===== config.mk =====
export PLATFORM = sky130hd
export DESIGN_NAME = lvi_controller
export DESIGN_NICKNAME = d
export VERILOG_FILES = /design/src/lvi_pkg.sv /design/src/lvi_level_arbiter.sv /design/src/lvi_controller.sv
export SDC_FILE = /design/constraint.sdc
export NUM_CORES = 1
export LEC_CHECK = 0
export BUFFER_PORTS_ARGS = -buffer_cell sky130_fd_sc_hd__buf_2
export CORE_MARGIN = 5
export CORE_UTILIZATION = 43
export CTS_CLUSTER_SIZE = 20
export DETAILED_ROUTE_END_ITERATION = 7
export MAX_ROUTING_LAYER = met4
export PLACE_DENSITY = 0.84
export SETUP_SLACK_MARGIN = 0.02
export SLEW_MARGIN = 0
export SYNTH_ARGS = -nofsm -noshare
export SYNTH_HDL_FRONTEND = slang
export SYNTH_HIERARCHICAL = 1
export SYNTH_SLANG_ARGS = --single-unit

===== constraint.sdc =====
create_clock -name clk -period 2.85 [get_ports clk]
set_input_delay 0.1425 -clock clk [delete_from_list [all_inputs] [get_ports clk]]
set_output_delay 0.1425 -clock clk [all_outputs]
set_load 0.05 [all_outputs]

===== src/lvi_pkg.sv =====
package lvi_pkg;
    // ======================================================================
    // Sizes
    localparam int LVI_LEVELS     = 8;
    localparam int LVI_SOURCES    = 12;
    localparam int LVI_MAX_VEC    = 128;
    localparam int LVI_PRIO_W     = 8;

    // ======================================================================
    // Source to level and vector map, index is source number
    localparam logic [LVI_SOURCES*3-1:0] LVI_SRC_LEVEL = {
        3'h7, 3'h7, 3'h7, 3'h7, 3'h6, 3'h5, 3'h4, 3'h3, 3'h2, 3'h1, 3'h0, 3'h0};
    localparam logic [LVI_SOURCES*8-1:0] LVI_SRC_VEC = {
        8'hEE, 8'hEC, 8'hEA, 8'hE8, 8'hE6, 8'hE4, 8'hE2, 8'hE0, 8'hF6, 8'hF4, 8'hF2, 8'hF0};
    // Sources whose pending flag hardware clears on acknowledge
    localparam logic [LVI_SOURCES-1:0] LVI_HW_CLEAR = 12'h000;

    // ======================================================================
    // Priority register fields
    localparam int LVI_GRP_LO     = 0;
    localparam int LVI_GRP_HI     = 2;
    localparam int LVI_SUBA       = 3;
    localparam int LVI_SUBB       = 4;
    localparam int LVI_SUBC       = 5;
    localparam int LVI_SUBD       = 6;
    localparam int LVI_SUBE       = 7;

    typedef enum logic [1:0] {
        LVI_IDLE,
        LVI_FETCH_HI,
        LVI_FETCH_LO,
        LVI_SERVICE
    } lvi_state_e;

    typedef struct packed {
        logic [7:0]  vector;
        logic [2:0]  level;
        logic [15:0] isrAddr;
    } lvi_grant_s;
endpackage


===== src/lvi_level_arbiter.sv =====
`timescale 1ns/1ps
module lvi_level_arbiter
    import lvi_pkg::*;
(
    // Requests per level
    input  wire logic [LVI_LEVELS-1:0] levelReq,
    // Priority setting
    input  wire logic [LVI_PRIO_W-1:0] levelPriority,
    // Winner
    output logic      [2:0]            winLevel,
    output logic                       winValid
);
    // ======================================================================
    // Group and subgroup arbitration
    // Levels split into three groups A B C of two, three and three levels
    // A={0,1}, B={2,3,4}, C={5,6,7}; subA, subBb, subCb swap two members, subB and subC move the first member last.
    wire logic [2:0] grpOrd  = levelPriority[LVI_GRP_HI:LVI_GRP_LO];
    wire logic       subA    = levelPriority[LVI_SUBA];
    wire logic       subB    = levelPriority[LVI_SUBB];
    wire logic       subBb   = levelPriority[LVI_SUBC];
    wire logic       subC    = levelPriority[LVI_SUBD];
    wire logic       subCb   = levelPriority[LVI_SUBE];

    function automatic logic [3:0] pick3(input logic [2:0] r, input logic [2:0] l0,
                                         input logic [2:0] l1, input logic [2:0] l2);
        if (r[0]) begin
            return {1'b1, l0};
        end else if (r[1]) begin
            return {1'b1, l1};
        end else if (r[2]) begin
            return {1'b1, l2};
        end
        return 4'h0;
    endfunction

    wire logic [3:0] winA = subA ? pick3({1'b0, levelReq[0], levelReq[1]}, 3'h1, 3'h0, 3'h0)
                                 : pick3({1'b0, levelReq[1], levelReq[0]}, 3'h0, 3'h1, 3'h0);
    wire logic [3:0] winB = subB ? pick3({levelReq[2], levelReq[4], levelReq[3]}, 3'h3, 3'h4, 3'h2)
                                 : (subBb ? pick3({levelReq[3], levelReq[4], levelReq[2]}, 3'h2, 3'h4, 3'h3)
                                          : pick3({levelReq[4], levelReq[3], levelReq[2]}, 3'h2, 3'h3, 3'h4));
    wire logic [3:0] winC = subC ? pick3({levelReq[5], levelReq[7], levelReq[6]}, 3'h6, 3'h7, 3'h5)
                                 : (subCb ? pick3({levelReq[6], levelReq[7], levelReq[5]}, 3'h5, 3'h7, 3'h6)
                                          : pick3({levelReq[7], levelReq[6], levelReq[5]}, 3'h5, 3'h6, 3'h7));

    // Group order; codes 0, 6 and 7 fall back to A>B>C
    logic [3:0] pick;
    always_comb begin
        unique case (grpOrd)
            3'h1:    pick = winC[3] ? winC : (winB[3] ? winB : winA);
            3'h2:    pick = winA[3] ? winA : (winC[3] ? winC : winB);
            3'h3:    pick = winB[3] ? winB : (winC[3] ? winC : winA);
            3'h4:    pick = winC[3] ? winC : (winA[3] ? winA : winB);
            3'h5:    pick = winB[3] ? winB : (winA[3] ? winA : winC);
            default: pick = winA[3] ? winA : (winB[3] ? winB : winC);
        endcase
    end
    assign winValid = pick[3];
    assign winLevel = pick[2:0];
endmodule


===== src/lvi_controller.sv =====
`timescale 1ns/1ps
// Functional notes
// - Eight request levels 0 to 7 exist, each one request number toward the CPU.
// - Each level drives exactly one level request line.
// - A level number carries no priority; the priority setting alone orders levels.
// - The priority setting steers group and subgroup arbitration among levels.
// - Vectors are 8-bit codes, so up to 128 even vectors fit the architecture.
// - A level may carry no vector or up to 128 vectors.
// - Ordering among vectors of one level is fixed in hardware.
// - Any vector may be shared by one or more sources.
// - Twelve sources use twelve vectors spread over eight levels.
// - Every peripheral, pin event or overflow may raise a request.
// - Pending flags clear at service start by hardware or by software per source.
// - Each level is a single source, shared vector, or multi-vector arrangement.
// - Only two arrangements are used here: one vector one source, and several vectors.
// - Within a level the lowest vector address wins.
// - Once a request is accepted all other interrupts are masked during stacking.
// - The routine address is the vector byte followed by the next byte.
module lvi_controller
    import lvi_pkg::*;
#(
    parameter int NUM_SOURCES = LVI_SOURCES
)(
    // Clock and reset
    input  wire logic                      clk,
    input  wire logic                      reset,
    // Sources
    input  wire logic [NUM_SOURCES-1:0]    srcEvent,
    input  wire logic [NUM_SOURCES-1:0]    srcEnable,
    input  wire logic [NUM_SOURCES-1:0]    swClear,
    input  wire logic [LVI_PRIO_W-1:0]     levelPriority,
    // CPU side
    input  wire logic                      globalEnable,
    input  wire logic                      cpuAck,
    input  wire logic                      serviceDone,
    input  wire logic [7:0]                romData,
    output logic      [7:0]                romAddr,
    output logic      [LVI_LEVELS-1:0]     levelRequestLine,
    output logic                           cpuRequest,
    output lvi_grant_s                     grant,
    output logic                           grantValid,
    output logic      [NUM_SOURCES-1:0]    pending
);
    // ======================================================================
    // Parameter check
    generate
        if (NUM_SOURCES != LVI_SOURCES) begin : gBadSources
            $error("NUM_SOURCES must match the fixed source map");
        end
    endgenerate

    // ======================================================================
    // Pending flags
    lvi_state_e state;
    lvi_state_e next_state;
    logic [NUM_SOURCES-1:0] ackClear;
    wire logic [NUM_SOURCES-1:0] active = pending & srcEnable;

    genvar g;
    generate
        for (g = 0; g < NUM_SOURCES; g++) begin : gPend
            // Set wins over any clear so a coincident event is never lost
            always_ff @(posedge clk or posedge reset) begin
                if (reset) begin
                    pending[g] <= 1'b0;
                end else begin
                    pending[g] <= srcEvent[g] | (pending[g] & ~swClear[g] & ~ackClear[g]);
                end
            end
        end
    endgenerate

    function automatic logic [2:0] srcLevel(input int s);
        return LVI_SRC_LEVEL[s*3 +: 3];
    endfunction
    function automatic logic [7:0] srcVec(input int s);
        return LVI_SRC_VEC[s*8 +: 8];
    endfunction

    // ======================================================================
    // Level requests: OR of active sources mapped to each level
    always_comb begin
        levelRequestLine = '0;
        for (int s = 0; s < NUM_SOURCES; s++) begin
            if (active[s]) begin
                levelRequestLine[srcLevel(s)] = 1'b1;
            end
        end
    end

    wire logic [2:0] winLevel;
    wire logic       winValid;
    lvi_level_arbiter uArb (
        .levelReq      (levelRequestLine),
        .levelPriority (levelPriority),
        .winLevel      (winLevel),
        .winValid      (winValid)
    );

    // ======================================================================
    // Lowest vector within the winning level, fixed order
    logic [7:0] winVec;
    logic [NUM_SOURCES-1:0] winSrcs;
    logic       vecFound;
    always_comb begin
        winVec   = 8'hFF;
        vecFound = 1'b0;
        winSrcs  = '0;
        for (int s = 0; s < NUM_SOURCES; s++) begin
            if (active[s] && srcLevel(s) == winLevel && (!vecFound || srcVec(s) < winVec)) begin
                winVec   = srcVec(s);
                vecFound = 1'b1;
            end
        end
        for (int s = 0; s < NUM_SOURCES; s++) begin
            if (vecFound && srcVec(s) == winVec) begin
                winSrcs[s] = 1'b1;
            end
        end
    end

    // ======================================================================
    // Acceptance and vector fetch
    logic [7:0]  vecHeld;
    logic [7:0]  addrHi;
    assign cpuRequest = (state == LVI_IDLE) && globalEnable && winValid;
    wire logic take   = cpuRequest && cpuAck;
    assign ackClear   = take ? (winSrcs & LVI_HW_CLEAR) : '0;

    always_comb begin
        next_state = state;
        unique case (state)
            LVI_IDLE:     if (take) next_state = LVI_FETCH_HI;
            LVI_FETCH_HI: next_state = LVI_FETCH_LO;
            LVI_FETCH_LO: next_state = LVI_SERVICE;
            LVI_SERVICE:  if (serviceDone) next_state = LVI_IDLE;
        endcase
    end

    assign romAddr = (state == LVI_FETCH_LO) ? vecHeld + 8'h01 : vecHeld;

    always_ff @(posedge clk or posedge reset) begin
        if (reset) begin
            state <= LVI_IDLE;
        end else begin
            state <= next_state;
        end
    end

    always_ff @(posedge clk or posedge reset) begin
        if (reset) begin
            vecHeld  <= 8'h00;
            addrHi   <= 8'h00;
            grant    <= '0;
        end else begin
            if (take) begin
                vecHeld     <= winVec;
                grant.level <= winLevel;
                grant.vector <= winVec;
            end
            if (state == LVI_FETCH_HI) begin
                addrHi <= romData;
            end
            if (state == LVI_FETCH_LO) begin
                grant.isrAddr <= {addrHi, romData};
            end
        end
    end
    assign grantValid = (state == LVI_SERVICE);

    // ======================================================================
    // Checks on acceptance and masking
    wire logic [NUM_SOURCES-1:0] clearOnly = swClear & ~srcEvent;

    request_masked_a: assert property (@(posedge clk) disable iff (reset)
        (state != LVI_IDLE) |-> !cpuRequest)
        else $error("request while busy");

    no_request_off_a: assert property (@(posedge clk) disable iff (reset)
        (!globalEnable) |-> !cpuRequest)
        else $error("request while disabled");

    idle_no_grant_a: assert property (@(posedge clk) disable iff (reset)
        (state == LVI_IDLE) |-> !grantValid)
        else $error("grant while idle");

    ack_ignored_a: assert property (@(posedge clk) disable iff (reset)
        (state == LVI_IDLE && cpuAck && !cpuRequest) |=> (state == LVI_IDLE))
        else $error("refused acknowledge taken");

    service_holds_a: assert property (@(posedge clk) disable iff (reset)
        (grantValid && !serviceDone) |=> grantValid)
        else $error("service ended early");

    service_ends_a: assert property (@(posedge clk) disable iff (reset)
        (grantValid && serviceDone) |=> (state == LVI_IDLE))
        else $error("service did not end");

    grant_request_a: assert property (@(posedge clk) disable iff (reset)
        take |-> winValid)
        else $error("take without a winner");

    // ======================================================================
    // Checks on the vector fetch
    fetch_sequence_a: assert property (@(posedge clk) disable iff (reset)
        take |=> (state == LVI_FETCH_HI) ##1 (state == LVI_FETCH_LO) ##1 grantValid)
        else $error("vector fetch sequence wrong");

    rom_high_a: assert property (@(posedge clk) disable iff (reset)
        (state == LVI_FETCH_HI) |-> (romAddr == vecHeld))
        else $error("high byte address wrong");

    rom_low_a: assert property (@(posedge clk) disable iff (reset)
        (state == LVI_FETCH_LO) |-> (romAddr == vecHeld + 8'h01))
        else $error("low byte address wrong");

    addr_assembled_a: assert property (@(posedge clk) disable iff (reset)
        (state == LVI_FETCH_LO) |=> (grant.isrAddr == {$past(addrHi), $past(romData)}))
        else $error("routine address wrong");

    grant_stable_a: assert property (@(posedge clk) disable iff (reset)
        (grantValid && $past(grantValid)) |-> $stable(grant))
        else $error("grant changed in service");

    grant_level_a: assert property (@(posedge clk) disable iff (reset)
        take |=> (grant.level == $past(winLevel)))
        else $error("grant level wrong");

    grant_vector_a: assert property (@(posedge clk) disable iff (reset)
        take |=> (grant.vector == $past(winVec)))
        else $error("grant vector wrong");

    // ======================================================================
    // Checks on pending flags and level lines
    event_kept_a: assert property (@(posedge clk) disable iff (reset)
        srcEvent[0] |=> pending[0])
        else $error("event lost");

    events_kept_a: assert property (@(posedge clk) disable iff (reset)
        (|srcEvent) |=> ((pending & $past(srcEvent)) == $past(srcEvent)))
        else $error("event lost on some source");

    sw_clear_a: assert property (@(posedge clk) disable iff (reset)
        (swClear[1] && !srcEvent[1]) |=> !pending[1])
        else $error("clear ignored");

    clears_all_a: assert property (@(posedge clk) disable iff (reset)
        (|clearOnly) |=> ((pending & $past(clearOnly)) == '0))
        else $error("clear ignored on some source");

    pending_rise_a: assert property (@(posedge clk) disable iff (reset)
        1'b1 |=> ((pending & ~$past(pending) & ~$past(srcEvent)) == '0))
        else $error("pending without event");

    soft_clear_only_a: assert property (@(posedge clk) disable iff (reset)
        (ackClear & ~LVI_HW_CLEAR) == '0)
        else $error("hardware cleared a software source");

    ack_clear_idle_a: assert property (@(posedge clk) disable iff (reset)
        (!take) |-> (ackClear == '0))
        else $error("clear without acceptance");

    gated_request_a: assert property (@(posedge clk) disable iff (reset)
        levelRequestLine[0] |-> (active[0] | active[1]))
        else $error("level 0 without source");

    any_request_a: assert property (@(posedge clk) disable iff (reset)
        (|levelRequestLine) == (|active))
        else $error("level lines disagree with sources");

    level_one_a: assert property (@(posedge clk) disable iff (reset)
        levelRequestLine[1] == active[2])
        else $error("level 1 line wrong");

    level_three_a: assert property (@(posedge clk) disable iff (reset)
        levelRequestLine[3] == active[4])
        else $error("level 3 line wrong");

    level_six_a: assert property (@(posedge clk) disable iff (reset)
        levelRequestLine[6] == active[7])
        else $error("level 6 line wrong");

    top_level_a: assert property (@(posedge clk) disable iff (reset)
        levelRequestLine[7] == (|active[11:8]))
        else $error("level 7 line wrong");

    // ======================================================================
    // Checks on arbitration
    win_valid_a: assert property (@(posedge clk) disable iff (reset)
        winValid == (|levelRequestLine))
        else $error("winner flag wrong");

    win_requested_a: assert property (@(posedge clk) disable iff (reset)
        winValid |-> levelRequestLine[winLevel])
        else $error("winner level not requesting");

    vec_found_a: assert property (@(posedge clk) disable iff (reset)
        winValid |-> vecFound)
        else $error("no vector for winning level");

    shared_sources_a: assert property (@(posedge clk) disable iff (reset)
        vecFound |-> (winSrcs != '0))
        else $error("vector without source");

    lowest_vector_a: assert property (@(posedge clk) disable iff (reset)
        (cpuRequest && winLevel == 3'h0 && active[0]) |-> (winVec == srcVec(0)))
        else $error("level vector order wrong");

    fixed_order_a: assert property (@(posedge clk) disable iff (reset)
        (cpuRequest && winLevel == 3'h7 && active[8]) |-> (winVec == srcVec(8)))
        else $error("level 7 vector order wrong");
endmodule


==> results of run 1 <==
routing by layer:
layer	global-route usage [%]	up-vias
li1	-	1249
met1	26.2	1247
met2	33.8	138
met3	3.13	17
met4	6.50	0
met5	-	-
synthesized netlist by cell type (3+ instances only):
| master | instances |
|---|---|
| a21oi_1 | 8 |
| nor2_1 | 9 |
| and2_1 | 6 |
| nand3_1 | 8 |
| ha_1 | 6 |
| mux2_2 | 25 |
| nor3_1 | 6 |
| nand2b_1 | 6 |
| nand4_1 | 3 |
| and3_1 | 3 |
| dfrtp_1 | 47 |
| o211ai_1 | 4 |
| clkbuf_1 | 3 |
| inv_1 | 22 |
| o21ai_0 | 15 |
| buf_2 | 6 |
| o22ai_1 | 3 |
| o21a_1 | 4 |
| nand2_1 | 29 |
| a21o_1 | 12 |
worst max-delay path, cell delays in order (launching register included):
cell and delay (ns):
dfrtp_2 0.40, a222oi_1 0.33, buf_4 0.19, nand2_4 0.06, buf_4 0.15, o2bb2ai_1 0.20, o21ai_0 0.11, a221oi_1 0.49
a41oi_4 0.10, buf_4 0.18, nor2_4 0.12, nand2_1 0.07, a31oi_2 0.22, nand2b_4 0.17, a21oi_2 0.04
where the power goes:
group | total [mW] | switching (mW) | leakage, nW | internal, mW
combinational | 2.14 | 1.48 | 1.21 | 0.659
clock | 0.489 | 0.227 | 0.0514 | 0.262
sequential | 1.10 | 0.174 | 0.534 | 0.922
total | 3.73 | 1.88 | 1.80 | 1.84
layout make-up:
cell class / count / area share, %
Multi-Input combinational cell: 194 / 39.9
Clock buffer: 6 / 1.97
Clock inverter: 2 / 1.02
Sequential cell: 47 / 32.1
Timing Repair Buffer: 137 / 20.3
Tap cell: 75 / 2.55
Inverter: 22 / 2.24
timing repair:
item / in CTS / in global routing
setup buffers: 4 / 4
gates resized for setup: 3 / 18
pin swaps: 6 / 13
setup endpoints to repair: 5 / 5
gates cloned: 0 / 0
cells by family (layout without fill, tap and decap cells):
logic type / count (synthesis) / count (layout)
compound gates: 79 / 79
xor+xnor: 4 / 4
fa+ha+maj: 6 / 6
buf+inv: 34 / 167
flops: 47 / 47
mux: 25 / 25
simple gates: 80 / 80
worst min path at each step:
stage / from / to / slack (ns) / depth (start not counted)
3_3_place_gp: srcEvent[5] / pending[5] / 0.32 / 2
2_1_floorplan: srcEvent[10] / pending[10] / 0.23 / 1
6_report: srcEvent[1] / pending[1] / 0.01 / 2
5_1_grt: srcEvent[1] / pending[1] / 0.006 / 2
3_5_place_dp: srcEvent[2] / pending[2] / 0.32 / 2
4_1_cts: srcEvent[1] / pending[1] / 0.004 / 2
state kept, by name, summed over array words and instances (netlist names):
signal and flops:
pending 12, addrHi 8, state 2, grant 25
layout by cell type (no fill, tap or decap), types with 3 or more instances in the layout:
| cell | count |
|---|---|
| buf_2 | 113 |
| dfrtp_1 | 44 |
| nand2_1 | 28 |
| mux2_2 | 25 |
| buf_4 | 24 |
| inv_1 | 20 |
| a21o_1 | 12 |
| o21ai_0 | 12 |
| nand3_1 | 8 |
| nor2_1 | 8 |
| nor3_1 | 6 |
| and2_1 | 6 |
| a21oi_1 | 6 |
| ha_1 | 6 |
| nand2b_1 | 5 |
| clkbuf_8 | 5 |
| o21a_1 | 4 |
| o21ai_1 | 4 |
| o211ai_1 | 4 |
| nand4_1 | 3 |
| a21oi_2 | 3 |
| dfrtp_2 | 3 |
==> reports/metrics.csv, run 1 <==
stage,metric,value,unit
outcome,outcome,"complete, but fails checks",
outcome,failing checks,negative setup slack,
sta,"Setup violations, final",4,
synthesis,"top cells by area, synth","dfrtp_1, mux2_2, nand2_1, a21o_1, inv_1",
die,Die W,89.0,µm
die,Starting Density,44.8,%
synthesis,Synth Area in Compound Gates,21.1,%
setup_path,CP endpoint kind,register,
power_and_ir_drop,Leakage,1.80,nW
drt,drt initial violations,213,
drt,Detailed Routing Iterations Pass 1,4,
sta,worst rel slew slack,35.5,%
synthesis,register area share after synthesis,43.8,%
sta,TNS Setup,-0.265,ns
die,Ports,114,
cells_and_area,Seq. cell area,1180,µm²
placement,DP Wirelength,5980,µm
setup_path,Critical Setup Path Class,register to register,
drt,routed vias,2651,
setup_path,RR Endpoint,grant[22],
sta,period utilisation layout,103,%
synthesis,Synth Area in XOR/XNOR,1.30,%
synthesis,leading area contributor after synthesis,dfrtp_1,
synthesis,synth warn,6,
sta,Final Hold Vio Count,0,
power_and_ir_drop,cell area power density,1010,nW/µm²
setup_path,arrival time worst endpoint,3.13,ns
sta,Post-Route Skew,0.00742,ns
cells_and_area,Synth-to-Final Area Change,37.1,%
cells_and_area,post-route cell area,3680,µm²
die,DIE AREA,7920,µm²
die,chip height,89.0,µm
drt,Via density,5.49,
clock_tree,CTS Buf Count,5,
power_and_ir_drop,Tot Pwr,3.73,mW
setup_path,r2r worst-path depth,14,
drt,post-route ant nets,0,
sta,Worst-Margin Slew,0.967,ns
synthesis,Mapped Cells,275,
placement,Placer Congestion,0.901,
clock_tree,H-tree depth,2,
grt,first-pass GRT wire length,12400,µm
cells_and_area,area of the multi-input gates,1470,µm²
drt,WL met2,4000,µm
die,total core area,5990,µm²
sta,Slew Limit Fails,0,
synthesis,multiplexer share of the synthesized area,10.5,%
sta,FMAX,340,MHz
grt,Tot GR Track Use,20.6,%
grt,initial antenna violation count,0,
cells_and_area,fraction of layout cells with a size suffix above 1,48.5,%
synthesis,Yosys cell types,57,
synthesis,#FFs+latches synth,47,
placement,pre-CTS WS,-0.0829,ns
grt,vias in the first global route,2600,
setup_path,crit path launch type,register,
synthesis,Simple-Gate Fraction of Synth Area,15.0,%
cells_and_area,Non-Filler Instances,483,
drt,Top Metal Used,met4,
cells_and_area,final core occ,61.4,%
cells_and_area,fillers,488,
drt,met3 wire len,697,µm
sta,fin crit period,2.94,ns
synthesis,Async SR Flop Fraction,100,%
drt,mean routed wirelength per cell,16.7,µm
synthesis,Yosys top cell area share,43.8,%
drt,routed metal-1 wirelength,3220,µm
clock_tree,Max Root-Sink Buffers,2,
power_and_ir_drop,Peak VDD IR,0.000775,V
clock_tree,CTS root buf,clkbuf_8,
drt,DRT Wirelength,8070,µm
run,maxcap violations,0,
setup_path,worst setup path endpoint,grant[22],
grt,pin count of the biggest net entering global routing,48,
synthesis,Mapped Nets,338,
cells_and_area,nets@finish,470,
synthesis,"EDFF count, synth",0,
clock_tree,Clock transition at path regs,0.09,ns
worst_hold_path,Hold WC Path Type,primary input to register,
drt,DRC errors left,0,
synthesis,synthesized-area fraction occupied by adder cells,2.80,%
sta,RSZ-0062 raised after global routing,yes,
clock_tree,# hold bufs at CTS,0,
placement,PortBufs,113,
setup_path,Crit. Startpoint,pending[8],
grt,total gr overflow,0,
cells_and_area,Antenna Cells,0,
setup_path,"reg-to-reg slack, setup",-0.09,ns
synthesis,synthesized area per cell,9.76,µm²
synthesis,Main synth FF type,dfrtp_1,
clock_tree,clock sink count,47,
clock_tree,CTS tree,yes,
setup_path,Worst R2R Start,pending[8],
synthesis,largest family of logic cells by synthesized area,compound AO/OA/AOI/OAI gates,
placement,Placed Cells,467,
synthesis,post-synthesis cell area,2690,µm²
setup_path,crit path max fanout,6,
clock_tree,"Clk Latency, worst-skew pair",0.30,ns
die,row cnt,28,
sta,WHS,0.0137,ns
setup_path,Crit path required time,3.04,ns
placement,Placed Area,3410,µm²
sta,worst setup margin,-0.0893,ns
(Power assumes the default switching activity.)
==> run 2: changes to the inputs <==
--- a/config.mk
+++ b/config.mk
@@ -11,7 +11,7 @@
 export CTS_CLUSTER_SIZE = 20
 export DETAILED_ROUTE_END_ITERATION = 7
 export MAX_ROUTING_LAYER = met4
-export PLACE_DENSITY = 0.84
+export PLACE_DENSITY = 0.76
 export SETUP_SLACK_MARGIN = 0.02
 export SLEW_MARGIN = 0
 export SYNTH_ARGS = -nofsm -noshare
==> reports/metrics.csv, run 2 (synthesis gave the netlist of run 1 again) <==
stage,metric,value,unit,change
setup_path,Crit path required time,3.07,ns,+0.03 ns
cells_and_area,top flop regs,"grant x25, pending x12, addrHi x8",,
cells_and_area,Synth-to-Final Area Change,37.7,%,
drt,routed vias,2562,,-3.4%
outcome,failing checks,negative setup slack,,
die,row cnt,28,,unchanged
cells_and_area,post-route cell area,3700,µm²,+0.44%
cells_and_area,Antenna Cells,0,,unchanged
clock_tree,# hold bufs at CTS,0,,unchanged
setup_path,crit path max fanout,7,,+1
die,Die W,89.0,µm,unchanged
clock_tree,clock sink count,47,,unchanged
drt,Via density,5.23,,-4.7%
power_and_ir_drop,Int Power,1.76,mW,-4.6%
grt,total gr overflow,0,,unchanged
die,Ports,114,,unchanged
cells_and_area,"most common cell after layout, fill and taps aside",buf_2,,
drt,DRC errors left,0,,unchanged
setup_path,Critical Setup Path Class,register to register,,
power_and_ir_drop,cell area power density,970,nW/µm²,-4.2%
grt,pin count of the biggest net entering global routing,48,,unchanged
clock_tree,CTS tree,yes,,
placement,Placer Congestion,0.897,,-0.40%
drt,drt initial violations,114,,-46%
die,DIE AREA,7920,µm²,unchanged
power_and_ir_drop,Tot Pwr,3.59,mW,-3.7%
worst_hold_path,Hold WC Path Type,primary input to register,,
die,total core area,5990,µm²,unchanged
drt,DRT Wirelength,7350,µm,-8.9%
grt,Tot GR Track Use,19.5,%,-1.1 points
clock_tree,Clock transition at path regs,0.09,ns,about the same
sta,FMAX,343,MHz,+0.83%
cells_and_area,most frequent cells in the layout,"buf_2, dfrtp_1, buf_4",,
placement,PortBufs,113,,unchanged
clock_tree,Max Root-Sink Buffers,2,,unchanged
power_and_ir_drop,Clock Power Share,11.0,%,-2.1 points
power_and_ir_drop,combinational fraction of design power,58.9,%,+1.4 points
power_and_ir_drop,Peak VDD IR,0.000810,V,+4.4%
clock_tree,CTS Buf Count,5,,unchanged
cells_and_area,max reg flops,25,,unchanged
grt,initial antenna violation count,0,,unchanged
setup_path,Worst R2R Start,pending[8],,
setup_path,crit path launch type,register,,
sta,Final Hold Vio Count,0,,unchanged
power_and_ir_drop,Net Sw Frac,51.0,%,+0.45 points
grt,vias in the first global route,2519,,-3.1%
run,maxcap violations,0,,unchanged
sta,fin crit period,2.92,ns,-0.0243 ns
power_and_ir_drop,Seq pwr share,30.0,%,+0.6 points
sta,period utilisation layout,102,%,-0.85 points
die,chip height,89.0,µm,unchanged
die,Starting Density,44.8,%,unchanged
setup_path,arrival time worst endpoint,3.14,ns,about the same
grt,first-pass GRT wire length,11900,µm,-4.1%
sta,Slew Limit Fails,0,,unchanged
power_and_ir_drop,Net Sw Power,1.83,mW,-2.9%
sta,worst rel slew slack,36.4,%,+0.93 points
sta,Worst-Margin Slew,0.953,ns,-0.0139 ns
cells_and_area,fraction of layout cells with a size suffix above 1,49.2,%,+0.63 points
sta,RSZ-0062 raised after global routing,yes,,
drt,mean routed wirelength per cell,15.0,µm,-10%
placement,Placed Area,3480,µm²,+2.0%
sta,"Setup violations, final",5,,+1
placement,DP Wirelength,5790,µm,-3.1%
drt,post-route ant nets,0,,unchanged
drt,Detailed Routing Iterations Pass 1,4,,unchanged
cells_and_area,Top reg by flops,grant,,
clock_tree,H-tree depth,2,,unchanged
worst_hold_path,Worst Hold Launch,srcEvent[11],,
sta,TNS Setup,-0.137,ns,+0.128 ns
outcome,outcome,"complete, but fails checks",,
power_and_ir_drop,Leakage,1.81,nW,+0.92%
setup_path,Crit. Startpoint,pending[8],,
sta,worst setup margin,-0.0650,ns,+0.0243 ns
clock_tree,CTS root buf,clkbuf_8,,
clock_tree,"Clk Latency, worst-skew pair",0.30,ns,about the same
cells_and_area,nets@finish,477,,+1.5%
setup_path,CP endpoint kind,register,,
sta,Post-Route Skew,0.00564,ns,-0.00178 ns
-- run 2: metrics by stage --
| stage | std cells | hold WS [ns] | setup slack (ns) | util [%] |
|---|---|---|---|---|
| after floorplan | 275 | 0.235 | -0.273 | - |
| after global placement | 476 | 0.319 | -0.0137 | 58.1 |
| after detailed placement | 476 | 0.328 | -0.146 | 58.1 |
| after CTS | 486 | 0.0129 | -0.0523 | 60.2 |
| after global routing | 490 | 0.00514 | -0.218 | 61.7 |
| final | 490 | 0.0157 | -0.0650 | 61.7 |
-- run 2: per-layer routing --
metal / share of wire [%] / GRT usage [%]
met5: 0 / -
met3: 7.6 / 3.41
met1: 44 / 26.0
met4: 1.3 / 4.87
met2: 47 / 31.1
-- run 2: cell type report --
| class | instances | area, µm² |
|---|---|---|
| fillers | 497 | 2290 |
| multi-input cells | 194 | 1460 |
| flip-flops and latches | 47 | 1180 |
| repair buffers | 144 | 798 |
| well taps | 75 | 93.8 |
| inverters | 22 | 82.6 |
| clock buffers | 6 | 72.6 |
| clock inverters | 2 | 13.8 |
-- run 2: path summary, 6_finish.rpt --
path                            slack [ns]  cells after the start          end
worst max-delay path                 -0.07                     12    grant[20]
worst min-delay path                  0.02                      2  pending[11]
worst max register to register       -0.07                     12    grant[20]
worst min register to register        0.48                      2    grant[17]
max in group asynchronous             2.15                      2  pending[10]
min in group asynchronous             0.06                      2   pending[8]
-- run 2: power by group through the flow --
stage | Clock (mW) | Combinational (mW) | Sequential [mW]
6_report | 0.396 | 2.11 | 1.08
3_5_place_dp | 0 | 2.08 | 1.09
2_1_floorplan | 0 | 0.977 | 1.69
3_3_place_gp | 0 | 2.05 | 1.08
5_1_grt | 0.436 | 2.24 | 1.12
4_1_cts | 0.405 | 2.10 | 1.08
-- run 2: what timing repair did --
item                                    4_1_cts  5_1_grt
gates resized for setup                       5       12
pin swaps                                     4       11
endpoints found under the setup margin        5        5
endpoints found under the hold margin         0        0
buffers inserted                              2        4
-- run 2: worst max-delay path, stage by stage (launching register included) --
cell	delay [ns]
dfrtp_2	0.41
a222oi_1	0.32
buf_4	0.20
nand2_4	0.05
or3_4	0.34
o211ai_1	0.19
nand3_1	0.15
a41oi_4	0.36
nand4_1	0.21
o22ai_2	0.26
a311oi_2	0.06
o21a_1	0.20
o22ai_1	0.09
